$ cat config.mk
export PLATFORM = sky130hd
export DESIGN_NAME = arf_rx_formatter
export DESIGN_NICKNAME = d
export VERILOG_FILES = /design/src/rtl/arf_pkg.sv /design/src/rtl/arf_rx_formatter.sv
export SDC_FILE = /design/constraint.sdc
export NUM_CORES = 1
export LEC_CHECK = 0
export ABC_AREA = 1
export ABC_CLOCK_PERIOD_IN_PS = 4580
export BUFFER_PORTS_ARGS = -buffer_cell sky130_fd_sc_hd__clkbuf_2
export CAP_MARGIN = 10
export CELL_PAD_IN_SITES_DETAIL_PLACEMENT = 1
export CELL_PAD_IN_SITES_GLOBAL_PLACEMENT = 2
export CORE_ASPECT_RATIO = 0.6
export CORE_UTILIZATION = 35
export CTS_BUF_LIST = sky130_fd_sc_hd__clkbuf_8
export CTS_CLUSTER_DIAMETER = 30
export DETAILED_ROUTE_END_ITERATION = 10
export PLACE_DENSITY = 0.85
export SETUP_SLACK_MARGIN = 0.1
export SLEW_MARGIN = 20
export SYNTH_ARGS = -nofsm -noshare
export SYNTH_HDL_FRONTEND = slang
export SYNTH_SLANG_ARGS = --single-unit
export TNS_END_PERCENT = 20
$ cat constraint.sdc
create_clock -name clk_i -period 4.58 [get_ports clk_i]
set_input_delay 1.374 -clock clk_i [delete_from_list [all_inputs] [get_ports clk_i]]
set_output_delay 1.374 -clock clk_i [all_outputs]
set_load 0.03 [all_outputs]
$ cat src/rtl/arf_pkg.sv
package arf_pkg;

  // ****************************************************************
  // Transaction codes
  // ****************************************************************
  localparam logic [3:0] TC_WR_QUAD = 4'h0;
  localparam logic [3:0] TC_WR_BLOCK = 4'h1;
  localparam logic [3:0] TC_WR_RSP = 4'h2;
  localparam logic [3:0] TC_RD_QUAD = 4'h4;
  localparam logic [3:0] TC_RD_BLOCK = 4'h5;
  localparam logic [3:0] TC_RD_QUAD_RSP = 4'h6;
  localparam logic [3:0] TC_RD_BLOCK_RSP = 4'h7;
  localparam logic [3:0] TC_CONFIRM = 4'h8;
  localparam logic [3:0] TC_LOCK_REQ = 4'h9;
  localparam logic [3:0] TC_STREAM = 4'ha;
  localparam logic [3:0] TC_LOCK_RSP = 4'hb;
  localparam logic [3:0] TC_SELF_ID = 4'he;

  // ****************************************************************
  // Acknowledge and stream status codes
  // ****************************************************************
  localparam logic [3:0] ACK_COMPLETE = 4'h1;
  localparam logic [3:0] ACK_PENDING = 4'h2;
  localparam logic [3:0] ACK_DATA_ERROR = 4'hd;
  localparam logic [3:0] STREAM_OK = 4'h1;
  localparam logic [3:0] STREAM_BAD = 4'hd;

  // ****************************************************************
  // Quadlet field positions
  // ****************************************************************
  localparam int HDR_TRANSACTION_CODE_LSB = 4;
  localparam int HDR_LABEL_LSB = 10;
  localparam int HDR_RETRY_LSB = 8;
  localparam int HDR_UPPER_LSB = 16;
  localparam int HDR_RESPONSE_CODE_LSB = 12;
  localparam int TRL_UNSOL_BIT = 16;

  // ****************************************************************
  // Register map
  // ****************************************************************
  localparam logic [7:0] REG_CTRL = 8'h00;
  localparam logic [7:0] REG_STATUS = 8'h04;
  localparam logic [7:0] REG_COUNT = 8'h08;
  localparam logic CTRL_ENABLE_RST = 1'b0;

  // ****************************************************************
  // Formatter states
  // ****************************************************************
  typedef enum logic [2:0] {
    ARF_IDLE = 3'b000,
    ARF_HDR = 3'b001,
    ARF_PAY_COLLECT = 3'b010,
    ARF_PAY_WRITE = 3'b011,
    ARF_TRAILER = 3'b100
  } arf_state_e;

endpackage

$ cat src/rtl/arf_rx_formatter.sv
// Local design decisions: the address-and-strobe port and the register offsets.
`timescale 1ns/100ps
module arf_rx_formatter (
  // Clock, reset, enable
  input wire logic clk_i,
  input wire logic rst_n_i,
  input wire logic ce_i,
  // Register port
  input wire logic [7:0] reg_addr_i,
  input wire logic [31:0] reg_wdata_i,
  input wire logic reg_wr_i,
  input wire logic reg_rd_i,
  output logic [31:0] reg_rdata_o,
  // Received packet header from the link receiver
  input wire logic pkt_valid_i,
  output logic pkt_ready_o,
  input wire logic [3:0] pkt_transaction_code_i,
  input wire logic [15:0] pkt_dest_node_ident_i,
  input wire logic [5:0] pkt_transaction_label_i,
  input wire logic [1:0] pkt_retry_code_i,
  input wire logic [3:0] pkt_priority_i,
  input wire logic [15:0] pkt_sender_node_ident_i,
  input wire logic [15:0] pkt_dest_offset_upper_i,
  input wire logic [31:0] pkt_dest_offset_lower_i,
  input wire logic [3:0] pkt_response_code_i,
  input wire logic [31:0] pkt_quad_data_i,
  input wire logic [15:0] pkt_data_length_i,
  input wire logic [15:0] pkt_lock_action_code_i,
  input wire logic [31:0] pkt_stream_hdr_i,
  input wire logic pkt_unsolicited_i,
  input wire logic pkt_data_error_i,
  input wire logic pkt_conf_rsp_i,
  // Payload bytes, first byte of the block first
  input wire logic pay_valid_i,
  output logic pay_ready_o,
  input wire logic [7:0] pay_byte_i,
  input wire logic pay_error_i,
  // Receive FIFO write side
  output logic req_wr_o,
  output logic rsp_wr_o,
  output logic [31:0] fifo_data_o,
  input wire logic fifo_ready_i
);

  // ****************************************************************
  // Layout decoding
  // ****************************************************************
  // Index of the last header quadlet for each layout
  function automatic logic [1:0] hdr_last(input logic [3:0] tc);
    if (tc == arf_pkg::TC_WR_RSP || tc == arf_pkg::TC_RD_QUAD) begin
      hdr_last = 2'd2;
    end else if (tc == arf_pkg::TC_WR_QUAD || tc == arf_pkg::TC_RD_QUAD_RSP ||
                 tc == arf_pkg::TC_RD_BLOCK || tc == arf_pkg::TC_WR_BLOCK ||
                 tc == arf_pkg::TC_RD_BLOCK_RSP || tc == arf_pkg::TC_LOCK_REQ ||
                 tc == arf_pkg::TC_LOCK_RSP) begin
      hdr_last = 2'd3;
    end else begin
      hdr_last = 2'd0;
    end
  endfunction
  // Layouts that carry a block payload after the header
  function automatic logic has_payload(input logic [3:0] tc);
    has_payload = tc == arf_pkg::TC_WR_BLOCK || tc == arf_pkg::TC_RD_BLOCK_RSP ||
                  tc == arf_pkg::TC_LOCK_REQ || tc == arf_pkg::TC_LOCK_RSP ||
                  tc == arf_pkg::TC_SELF_ID || tc == arf_pkg::TC_STREAM;
  endfunction
  function automatic logic is_response(input logic [3:0] tc);
    is_response = tc == arf_pkg::TC_WR_RSP || tc == arf_pkg::TC_RD_QUAD_RSP ||
                  tc == arf_pkg::TC_RD_BLOCK_RSP || tc == arf_pkg::TC_LOCK_RSP;
  endfunction

  // ****************************************************************
  // State
  // ****************************************************************
  arf_pkg::arf_state_e state;
  arf_pkg::arf_state_e next_state;
  logic enable;
  logic [15:0] pkt_count;
  logic [3:0] last_transaction_code;
  logic last_error;
  logic [3:0] transaction_code;
  logic [15:0] dest_node_ident;
  logic [5:0] transaction_label;
  logic [1:0] retry_code;
  logic [3:0] priority_field;
  logic [15:0] sender_node_ident;
  logic [15:0] dest_offset_upper;
  logic [31:0] dest_offset_lower;
  logic [3:0] response_code;
  logic [31:0] quad_data;
  logic [15:0] data_length;
  logic [15:0] lock_action_code;
  logic [31:0] stream_hdr;
  logic unsolicited;
  logic data_error;
  logic conf_rsp;
  logic [1:0] hdr_idx;
  logic [15:0] bytes_left;
  logic [1:0] byte_idx;
  logic [31:0] pay_word;
  logic out_valid;
  logic out_rsp;
  logic out_trailer;
  logic out_first;
  logic out_last_pay;

  // ****************************************************************
  // Handshake and quadlet assembly
  // ****************************************************************
  wire accept = pkt_valid_i && pkt_ready_o;
  wire advance = ce_i && (!out_valid || fifo_ready_i);
  wire take_byte = pay_valid_i && pay_ready_o;
  wire out_taken = ce_i && out_valid && fifo_ready_i;
  wire hdr_done = hdr_idx == hdr_last(transaction_code);
  wire pay_needed = has_payload(transaction_code) && data_length != 16'h0000;
  wire word_done = byte_idx == 2'd3 || bytes_left == 16'h0001;
  wire rsp_layout = is_response(transaction_code);
  wire lock_layout = transaction_code == arf_pkg::TC_LOCK_REQ || transaction_code == arf_pkg::TC_LOCK_RSP;
  // First byte lands at bit 31, each later one a byte lower
  wire [4:0] byte_shift = {~byte_idx, 3'b000};
  wire [31:0] next_pay_word = pay_word | ({24'h000000, pay_byte_i} << byte_shift);
  assign pkt_ready_o = ce_i && enable && state == arf_pkg::ARF_IDLE && !out_valid;
  assign pay_ready_o = ce_i && state == arf_pkg::ARF_PAY_COLLECT;
  assign req_wr_o = out_valid && !out_rsp;
  assign rsp_wr_o = out_valid && out_rsp;
  // Header quadlets; stream and self-ID take a single leading quadlet
  wire [31:0] hdr_q0 = {dest_node_ident, transaction_label, retry_code, transaction_code,
                        priority_field};
  wire [31:0] hdr_stream = stream_hdr;
  wire [31:0] hdr_q1 = rsp_layout ? {sender_node_ident, response_code, 12'h000}
                                  : {sender_node_ident, dest_offset_upper};
  wire [31:0] hdr_q2 = rsp_layout ? 32'h00000000 : dest_offset_lower;
  // Lock action is zero except on lock layouts
  wire [31:0] hdr_len = {data_length, lock_layout ? lock_action_code : 16'h0000};
  wire quad_layout = transaction_code == arf_pkg::TC_WR_QUAD || transaction_code == arf_pkg::TC_RD_QUAD_RSP;
  wire [31:0] hdr_q3 = quad_layout ? quad_data : hdr_len;
  wire [31:0] hdr_first = transaction_code == arf_pkg::TC_STREAM ? hdr_stream : hdr_q0;
  wire [31:0] hdr_word = hdr_idx == 2'd0 ? hdr_first :
                         hdr_idx == 2'd1 ? hdr_q1 :
                         hdr_idx == 2'd2 ? hdr_q2 : hdr_q3;
  // Acknowledge choice; data error only for packets that carry data
  wire [3:0] ack_code = (data_error && has_payload(transaction_code)) ? arf_pkg::ACK_DATA_ERROR :
                        (transaction_code == arf_pkg::TC_RD_QUAD || transaction_code == arf_pkg::TC_RD_BLOCK ||
                         transaction_code == arf_pkg::TC_LOCK_REQ) ? arf_pkg::ACK_PENDING :
                        arf_pkg::ACK_COMPLETE;
  wire [3:0] stream_status = data_error ? arf_pkg::STREAM_BAD : arf_pkg::STREAM_OK;
  wire [3:0] status_code = transaction_code == arf_pkg::TC_STREAM ? stream_status : ack_code;
  wire unsol_bit = rsp_layout && unsolicited;
  wire [31:0] trailer_word = {15'h0000, unsol_bit, 12'h000, status_code};
  // Requests and self-ID go to the request FIFO; responses and streams to the other
  wire route_rsp = transaction_code == arf_pkg::TC_CONFIRM ? conf_rsp :
                   (rsp_layout || transaction_code == arf_pkg::TC_STREAM);

  // ****************************************************************
  // Formatter sequence
  // ****************************************************************
  // Next state: a quadlet is issued only on advance, so one per cycle
  always_comb begin
    next_state = state;
    case (state)
      arf_pkg::ARF_IDLE: begin
        if (accept) begin
          next_state = arf_pkg::ARF_HDR;
        end
      end
      arf_pkg::ARF_HDR: begin
        if (advance && hdr_done) begin
          next_state = pay_needed ? arf_pkg::ARF_PAY_COLLECT : arf_pkg::ARF_TRAILER;
        end
      end
      arf_pkg::ARF_PAY_COLLECT: begin
        if (take_byte && word_done) begin
          next_state = arf_pkg::ARF_PAY_WRITE;
        end
      end
      arf_pkg::ARF_PAY_WRITE: begin
        if (advance) begin
          next_state = bytes_left == 16'h0000 ? arf_pkg::ARF_TRAILER
                                              : arf_pkg::ARF_PAY_COLLECT;
        end
      end
      arf_pkg::ARF_TRAILER: begin
        if (advance) begin
          next_state = arf_pkg::ARF_IDLE;
        end
      end
      default: next_state = arf_pkg::ARF_IDLE;
    endcase
  end
  // State register
  always_ff @(posedge clk_i or negedge rst_n_i) begin
    if (!rst_n_i) begin
      state <= arf_pkg::ARF_IDLE;
    end else if (ce_i) begin
      state <= next_state;
    end
  end
  // Header fields are held for the whole packet
  always_ff @(posedge clk_i or negedge rst_n_i) begin
    if (!rst_n_i) begin
      transaction_code <= 4'h0;
      dest_node_ident <= 16'h0000;
      transaction_label <= 6'h00;
      retry_code <= 2'h0;
      priority_field <= 4'h0;
      sender_node_ident <= 16'h0000;
      dest_offset_upper <= 16'h0000;
      dest_offset_lower <= 32'h00000000;
      response_code <= 4'h0;
      quad_data <= 32'h00000000;
      data_length <= 16'h0000;
      lock_action_code <= 16'h0000;
      stream_hdr <= 32'h00000000;
      unsolicited <= 1'b0;
      conf_rsp <= 1'b0;
    end else if (accept) begin
      transaction_code <= pkt_transaction_code_i;
      dest_node_ident <= pkt_dest_node_ident_i;
      transaction_label <= pkt_transaction_label_i;
      retry_code <= pkt_retry_code_i;
      priority_field <= pkt_priority_i;
      sender_node_ident <= pkt_sender_node_ident_i;
      dest_offset_upper <= pkt_dest_offset_upper_i;
      dest_offset_lower <= pkt_dest_offset_lower_i;
      response_code <= pkt_response_code_i;
      quad_data <= pkt_quad_data_i;
      data_length <= pkt_data_length_i;
      lock_action_code <= pkt_lock_action_code_i;
      stream_hdr <= pkt_stream_hdr_i;
      unsolicited <= pkt_unsolicited_i;
      conf_rsp <= pkt_conf_rsp_i;
    end
  end
  // Header index, payload byte count and packing
  always_ff @(posedge clk_i or negedge rst_n_i) begin
    if (!rst_n_i) begin
      hdr_idx <= 2'd0;
      bytes_left <= 16'h0000;
      byte_idx <= 2'd0;
      pay_word <= 32'h00000000;
      data_error <= 1'b0;
    end else if (accept) begin
      hdr_idx <= 2'd0;
      bytes_left <= pkt_data_length_i;
      byte_idx <= 2'd0;
      pay_word <= 32'h00000000;
      data_error <= pkt_data_error_i;
    end else if (ce_i) begin
      if (state == arf_pkg::ARF_HDR && advance) begin
        hdr_idx <= hdr_idx + 2'd1;
      end
      if (take_byte) begin
        pay_word <= next_pay_word;
        byte_idx <= byte_idx + 2'd1;
        bytes_left <= bytes_left - 16'h0001;
        data_error <= data_error | pay_error_i;
      end
      // Cleared word leaves zero bytes behind a short last quadlet
      if (state == arf_pkg::ARF_PAY_WRITE && advance) begin
        pay_word <= 32'h00000000;
        byte_idx <= 2'd0;
      end
    end
  end

  // ****************************************************************
  // Output stage
  // ****************************************************************
  // Registered quadlet; held while the FIFO is not ready
  always_ff @(posedge clk_i or negedge rst_n_i) begin
    if (!rst_n_i) begin
      out_valid <= 1'b0;
      out_rsp <= 1'b0;
      out_trailer <= 1'b0;
      out_first <= 1'b0;
      out_last_pay <= 1'b0;
      fifo_data_o <= 32'h00000000;
    end else if (advance) begin
      out_valid <= 1'b0;
      out_trailer <= 1'b0;
      out_first <= 1'b0;
      out_last_pay <= 1'b0;
      if (state == arf_pkg::ARF_HDR) begin
        out_valid <= 1'b1;
        out_rsp <= route_rsp;
        out_first <= hdr_idx == 2'd0;
        fifo_data_o <= hdr_word;
      end else if (state == arf_pkg::ARF_PAY_WRITE) begin
        out_valid <= 1'b1;
        out_last_pay <= bytes_left == 16'h0000;
        fifo_data_o <= pay_word;
      end else if (state == arf_pkg::ARF_TRAILER) begin
        out_valid <= 1'b1;
        out_trailer <= 1'b1;
        fifo_data_o <= trailer_word;
      end
    end
  end

  // ****************************************************************
  // Registers
  // ****************************************************************
  // Control write, packet statistics; disabling only stops new packets
  always_ff @(posedge clk_i or negedge rst_n_i) begin
    if (!rst_n_i) begin
      enable <= arf_pkg::CTRL_ENABLE_RST;
      pkt_count <= 16'h0000;
      last_transaction_code <= 4'h0;
      last_error <= 1'b0;
    end else if (ce_i) begin
      if (reg_wr_i && reg_addr_i == arf_pkg::REG_CTRL) begin
        enable <= reg_wdata_i[0];
      end
      if (out_taken && out_trailer) begin
        pkt_count <= pkt_count + 16'h0001;
        last_transaction_code <= transaction_code;
        last_error <= data_error;
      end
    end
  end
  // Read decode; unmapped addresses read as zero
  wire busy = state != arf_pkg::ARF_IDLE || out_valid;
  wire [31:0] rd_value = reg_addr_i == arf_pkg::REG_CTRL ? {31'h00000000, enable} :
                         reg_addr_i == arf_pkg::REG_STATUS ?
                           {23'h000000, last_error, last_transaction_code, 3'h0, busy} :
                         reg_addr_i == arf_pkg::REG_COUNT ? {16'h0000, pkt_count} :
                         32'h00000000;
  // Read data stands only in the cycle after the strobe
  always_ff @(posedge clk_i or negedge rst_n_i) begin
    if (!rst_n_i) begin
      reg_rdata_o <= 32'h00000000;
    end else if (ce_i) begin
      reg_rdata_o <= reg_rd_i ? rd_value : 32'h00000000;
    end
  end

  // ****************************************************************
  // Checks
  // ****************************************************************
  a_one_fifo_write: assert property (@(posedge clk_i) disable iff (!rst_n_i)
    !(req_wr_o && rsp_wr_o)) else $error("Both FIFO writes active");
  a_stream_to_rsp: assert property (@(posedge clk_i) disable iff (!rst_n_i)
    (out_valid && transaction_code == arf_pkg::TC_STREAM) |-> rsp_wr_o)
    else $error("Stream quadlet not routed to response FIFO");
  a_self_id_route: assert property (@(posedge clk_i) disable iff (!rst_n_i)
    (out_valid && out_first && transaction_code == arf_pkg::TC_SELF_ID) |->
      (req_wr_o && fifo_data_o[7:4] == arf_pkg::TC_SELF_ID))
    else $error("Self-ID header wrong");
  a_header_fields: assert property (@(posedge clk_i) disable iff (!rst_n_i)
    (out_valid && out_first && transaction_code != arf_pkg::TC_STREAM) |->
      (fifo_data_o[7:4] == transaction_code && fifo_data_o[15:10] == transaction_label))
    else $error("First header quadlet lost code or label");
  a_trailer_ends: assert property (@(posedge clk_i) disable iff (!rst_n_i)
    (out_taken && out_trailer) |=> (state == arf_pkg::ARF_IDLE && !out_valid))
    else $error("Packet did not end after trailer");
  a_zero_len_skip: assert property (@(posedge clk_i) disable iff (!rst_n_i)
    (state == arf_pkg::ARF_HDR && advance && hdr_done && data_length == 16'h0000) |=>
      (state == arf_pkg::ARF_TRAILER))
    else $error("Zero-length block wrote payload");
  a_pad_zero: assert property (@(posedge clk_i) disable iff (!rst_n_i)
    (out_valid && out_last_pay && data_length[1:0] == 2'd1) |->
      fifo_data_o[23:0] == 24'h000000)
    else $error("Final quadlet not zero padded");
  a_stream_status: assert property (@(posedge clk_i) disable iff (!rst_n_i)
    (out_valid && out_trailer && transaction_code == arf_pkg::TC_STREAM) |->
      fifo_data_o[3:0] == (data_error ? arf_pkg::STREAM_BAD : arf_pkg::STREAM_OK))
    else $error("Stream status code wrong");
  a_unsol_flag: assert property (@(posedge clk_i) disable iff (!rst_n_i)
    (out_valid && out_trailer) |->
      fifo_data_o[arf_pkg::TRL_UNSOL_BIT] == (rsp_layout && unsolicited))
    else $error("Unsolicited flag wrong");
  a_hold_stall: assert property (@(posedge clk_i) disable iff (!rst_n_i)
    (out_valid && !fifo_ready_i && ce_i) |=> (out_valid && $stable(fifo_data_o)))
    else $error("Quadlet changed while stalled");

endmodule

==> out/metrics.cfg <==
[status]
status = complete, no violations

[synth]
synth_seq_area_share_pct = 51.8
synth-seq-cells = 327
avgSynthCellArea_sq_um = 7.65
syn_inst = 2063
yosysWarnings = 0
ys_types = 45
synthesis.area_sq_mm = 0.0158

[power]
leakage_nw = 10.2
ir_drop_v = 0.000236
powerDensity_mw_per_mm2 = 723

[critical_path]
crit_buf_inv = 3
crit_path_end_kind = output pin
path_cells = clkbuf_2 -> inv_2 -> nor3_4 -> clkbuf_2
crit_path_max_fanout = 19
arrival_ps = 2340
cpPeakStageDelay_ps = 350
cp_top_family = buffers and inverters
crit_path_start_kind = input port
worst_ep_required_time_ps = 3210
critical_path_class = input port to output pin
crit_slowest_cell = nor3_4
crit_top_cell = clkbuf_2

[placement]
gp_congestion = 0.880
dp_worst_setup_slack_ps = 836
dp_hpwl_um = 41700
port_buffers = 276

[detailed_routing]
vias = 14800
vias_per_cell = 4.99
drtIter0Drc = 1085
detail-route-antenna-nets = 0
firstDrtPassIters = 5
drcViolationCount = 0
drt_wl_total_um = 57500
avgRoutedWirePerCell_um = 19.4

[sta]
setup_slack_ps = 869
rsz0062_at_grt = false
clock.fmax_ghz = 0.269
tns_ps = 0
setup_viol = 0
maxSlewHeadroom_pct = 30.1
final_min_period_over_clock_period_pct = 81.0
finalHoldViolations = 0
fin_skew_ps = 25.7
drv_slew = 0
post-route-min-period_ps = 3710
worstMarginPinSlew_ps = 1040

[cells_and_area]
area_growth_pct = 21.2
drive_above_1_share_pct = 18.7
fin_nets = 2593
layout_commonest_cell = nand2_1
final_cell_mix = 852 x nand2_1, 327 x dfrtp_1, 275 x clkbuf_2

[clock_network]
cts_setup_buffers = 0
clk_path_buf_depth = 3
clkSlewWorstSetupHoldPaths_ps = 50
root_buffer = clkbuf_8
cts_sinks = 327
h-tree-depth = 3
clock_latency_ps = 610
post_cts_resized = 0
tritoncts.num_buffers = 70
ctsHoldBuffers = 0
cts_tree = done

[global_route]
grt_pass1_wl_um = 90100
antenna_found_initial = 4
overflow = 0
grt_usage_pct = 25.3
grt_max_degree = 123
grt_pass1_vias = 15700

[floorplanning]
die_width_um = 276
coreArea_sq_mm = 0.0439
rows = 59
pin_count = 324
die_h_um = 167
dieArea_sq_mm = 0.0460
start_util_pct = 35.9

[run]
drv_cap = 0

[worst_hold_path]
hold_path_class = register to register

worst paths after layout:
kind                            depth (start not counted)                     endpoint  slack (ps)                       startpoint
max in group asynchronous                               2   data_length[3]$_DFFE_PN0P_        2970                          rst_n_i
worst min-delay path                                    2   hdr_stream[31]$_DFFE_PN0P_         470       hdr_stream[31]$_DFFE_PN0P_
worst max-delay path                                    4                  pkt_ready_o         870                             ce_i
worst max register to register                         10  fifo_data_o[24]$_DFFE_PN0P_        1660  transaction_code[2]$_DFFE_PN0P_
worst min register to register                          2   hdr_stream[31]$_DFFE_PN0P_         470       hdr_stream[31]$_DFFE_PN0P_
min in group asynchronous                               1     pkt_count[0]$_DFFE_PN0P_         690                          rst_n_i
Yosys cell counts, drive strengths merged:
cell type	instances	area [sq um]
nand3	66	335
nand4	21	131
a22o	6	52.6
o221ai	1	8.76
buf	60	387
nor3	6	41.3
ha	7	87.6
o311ai	1	8.76
nand3b	4	30.0
dfrtp	327	8180
a21boi	2	15.0
clkinv	3	11.3
a22oi	4	30.0
a21oi	138	691
xor2	17	149
nor2	158	636
xnor2	1	8.76
a21o	1	7.51
conb	1	3.75
clkbuf	57	214
inv	160	601
o21ai	128	644
o31ai	2	15.0
o21bai	4	30.0
o211ai	9	67.6
a31oi	7	43.8
a41oi	1	8.76
or2	3	18.8
a32o	2	20.0
nor4	5	31.3
a211oi	1	7.51
nand2	860	3270
per-stage QoR:
stage	power [mW]	cells	hold slack [ps]	instance area [sq um]	util [%]
6_report	13.8	2960	474	19100	43.6
5_1_grt	14.9	2959	493	19100	43.5
4_1_cts	13.9	2959	475	19100	43.5
3_5_place_dp	10.4	2837	460	17600	40.1
3_3_place_gp	10.2	2837	461	17600	40.1
2_1_floorplan	8.32	2078	440	15800	-
final cells by class:
cell class	count	area, sq um
Antenna cell	1	2.50
Clock buffer	82	1130
Clock inverter	40	365
Fill cell	5526	24800
Inverter	163	617
Multi-Input combinational cell	1471	6470
Sequential cell	327	8180
Tap cell	579	724
Timing Repair Buffer	297	1640
report_power, final:
group | internal [mW] | leakage (nW) | total [mW] | switching [mW]
combinational | 1.62 | 5.27 | 5.56 | 3.94
clock | 1.98 | 0.799 | 3.40 | 1.42
sequential | 4.09 | 4.09 | 4.88 | 0.788
routing by layer:
metal  vias to the layer above  part of all wire (%)  track usage [%]
met5                         -                 0.040                0
met4                         4                   2.1             7.12
met3                        83                   6.0             5.79
met2                       379                    44             37.9
met1                      7317                    48             36.6
li1                       6999                     -                -
worst register-to-register path, stage by stage (launching register included):
cell     delay [ps]
dfrtp_1         420
inv_2           220
nor2_1          120
nand2_1         180
nand2_2         370
o21ai_0         910
nand3_1         140
nand2_1         100
nand2_1         140
nand2_1         110
a21oi_1          60
sequential cells by signal, indices dropped and copies added, names as in the netlist, 32 cells and up:
signal	flops
dest_offset_lower	32
fifo_data_o	32
hdr_stream	32
pay_word	32
quad_data	32
cells by family after synthesis:
| group | count (synthesis) | share of synthesized area (%) |
|---|---|---|
| and+or+nand+nor | 1123 | 28.4 |
| AOI/OAI and AO/OA | 307 | 10.5 |
| DFF | 327 | 51.8 |
| adders and majority gates | 7 | 0.555 |
| xor gates and xnor gates | 18 | 0.999 |
| other | 1 | 0.0238 |
| buffers and inverters | 280 | 7.68 |
No activity file was read; power rests on OpenSTA's default activity.
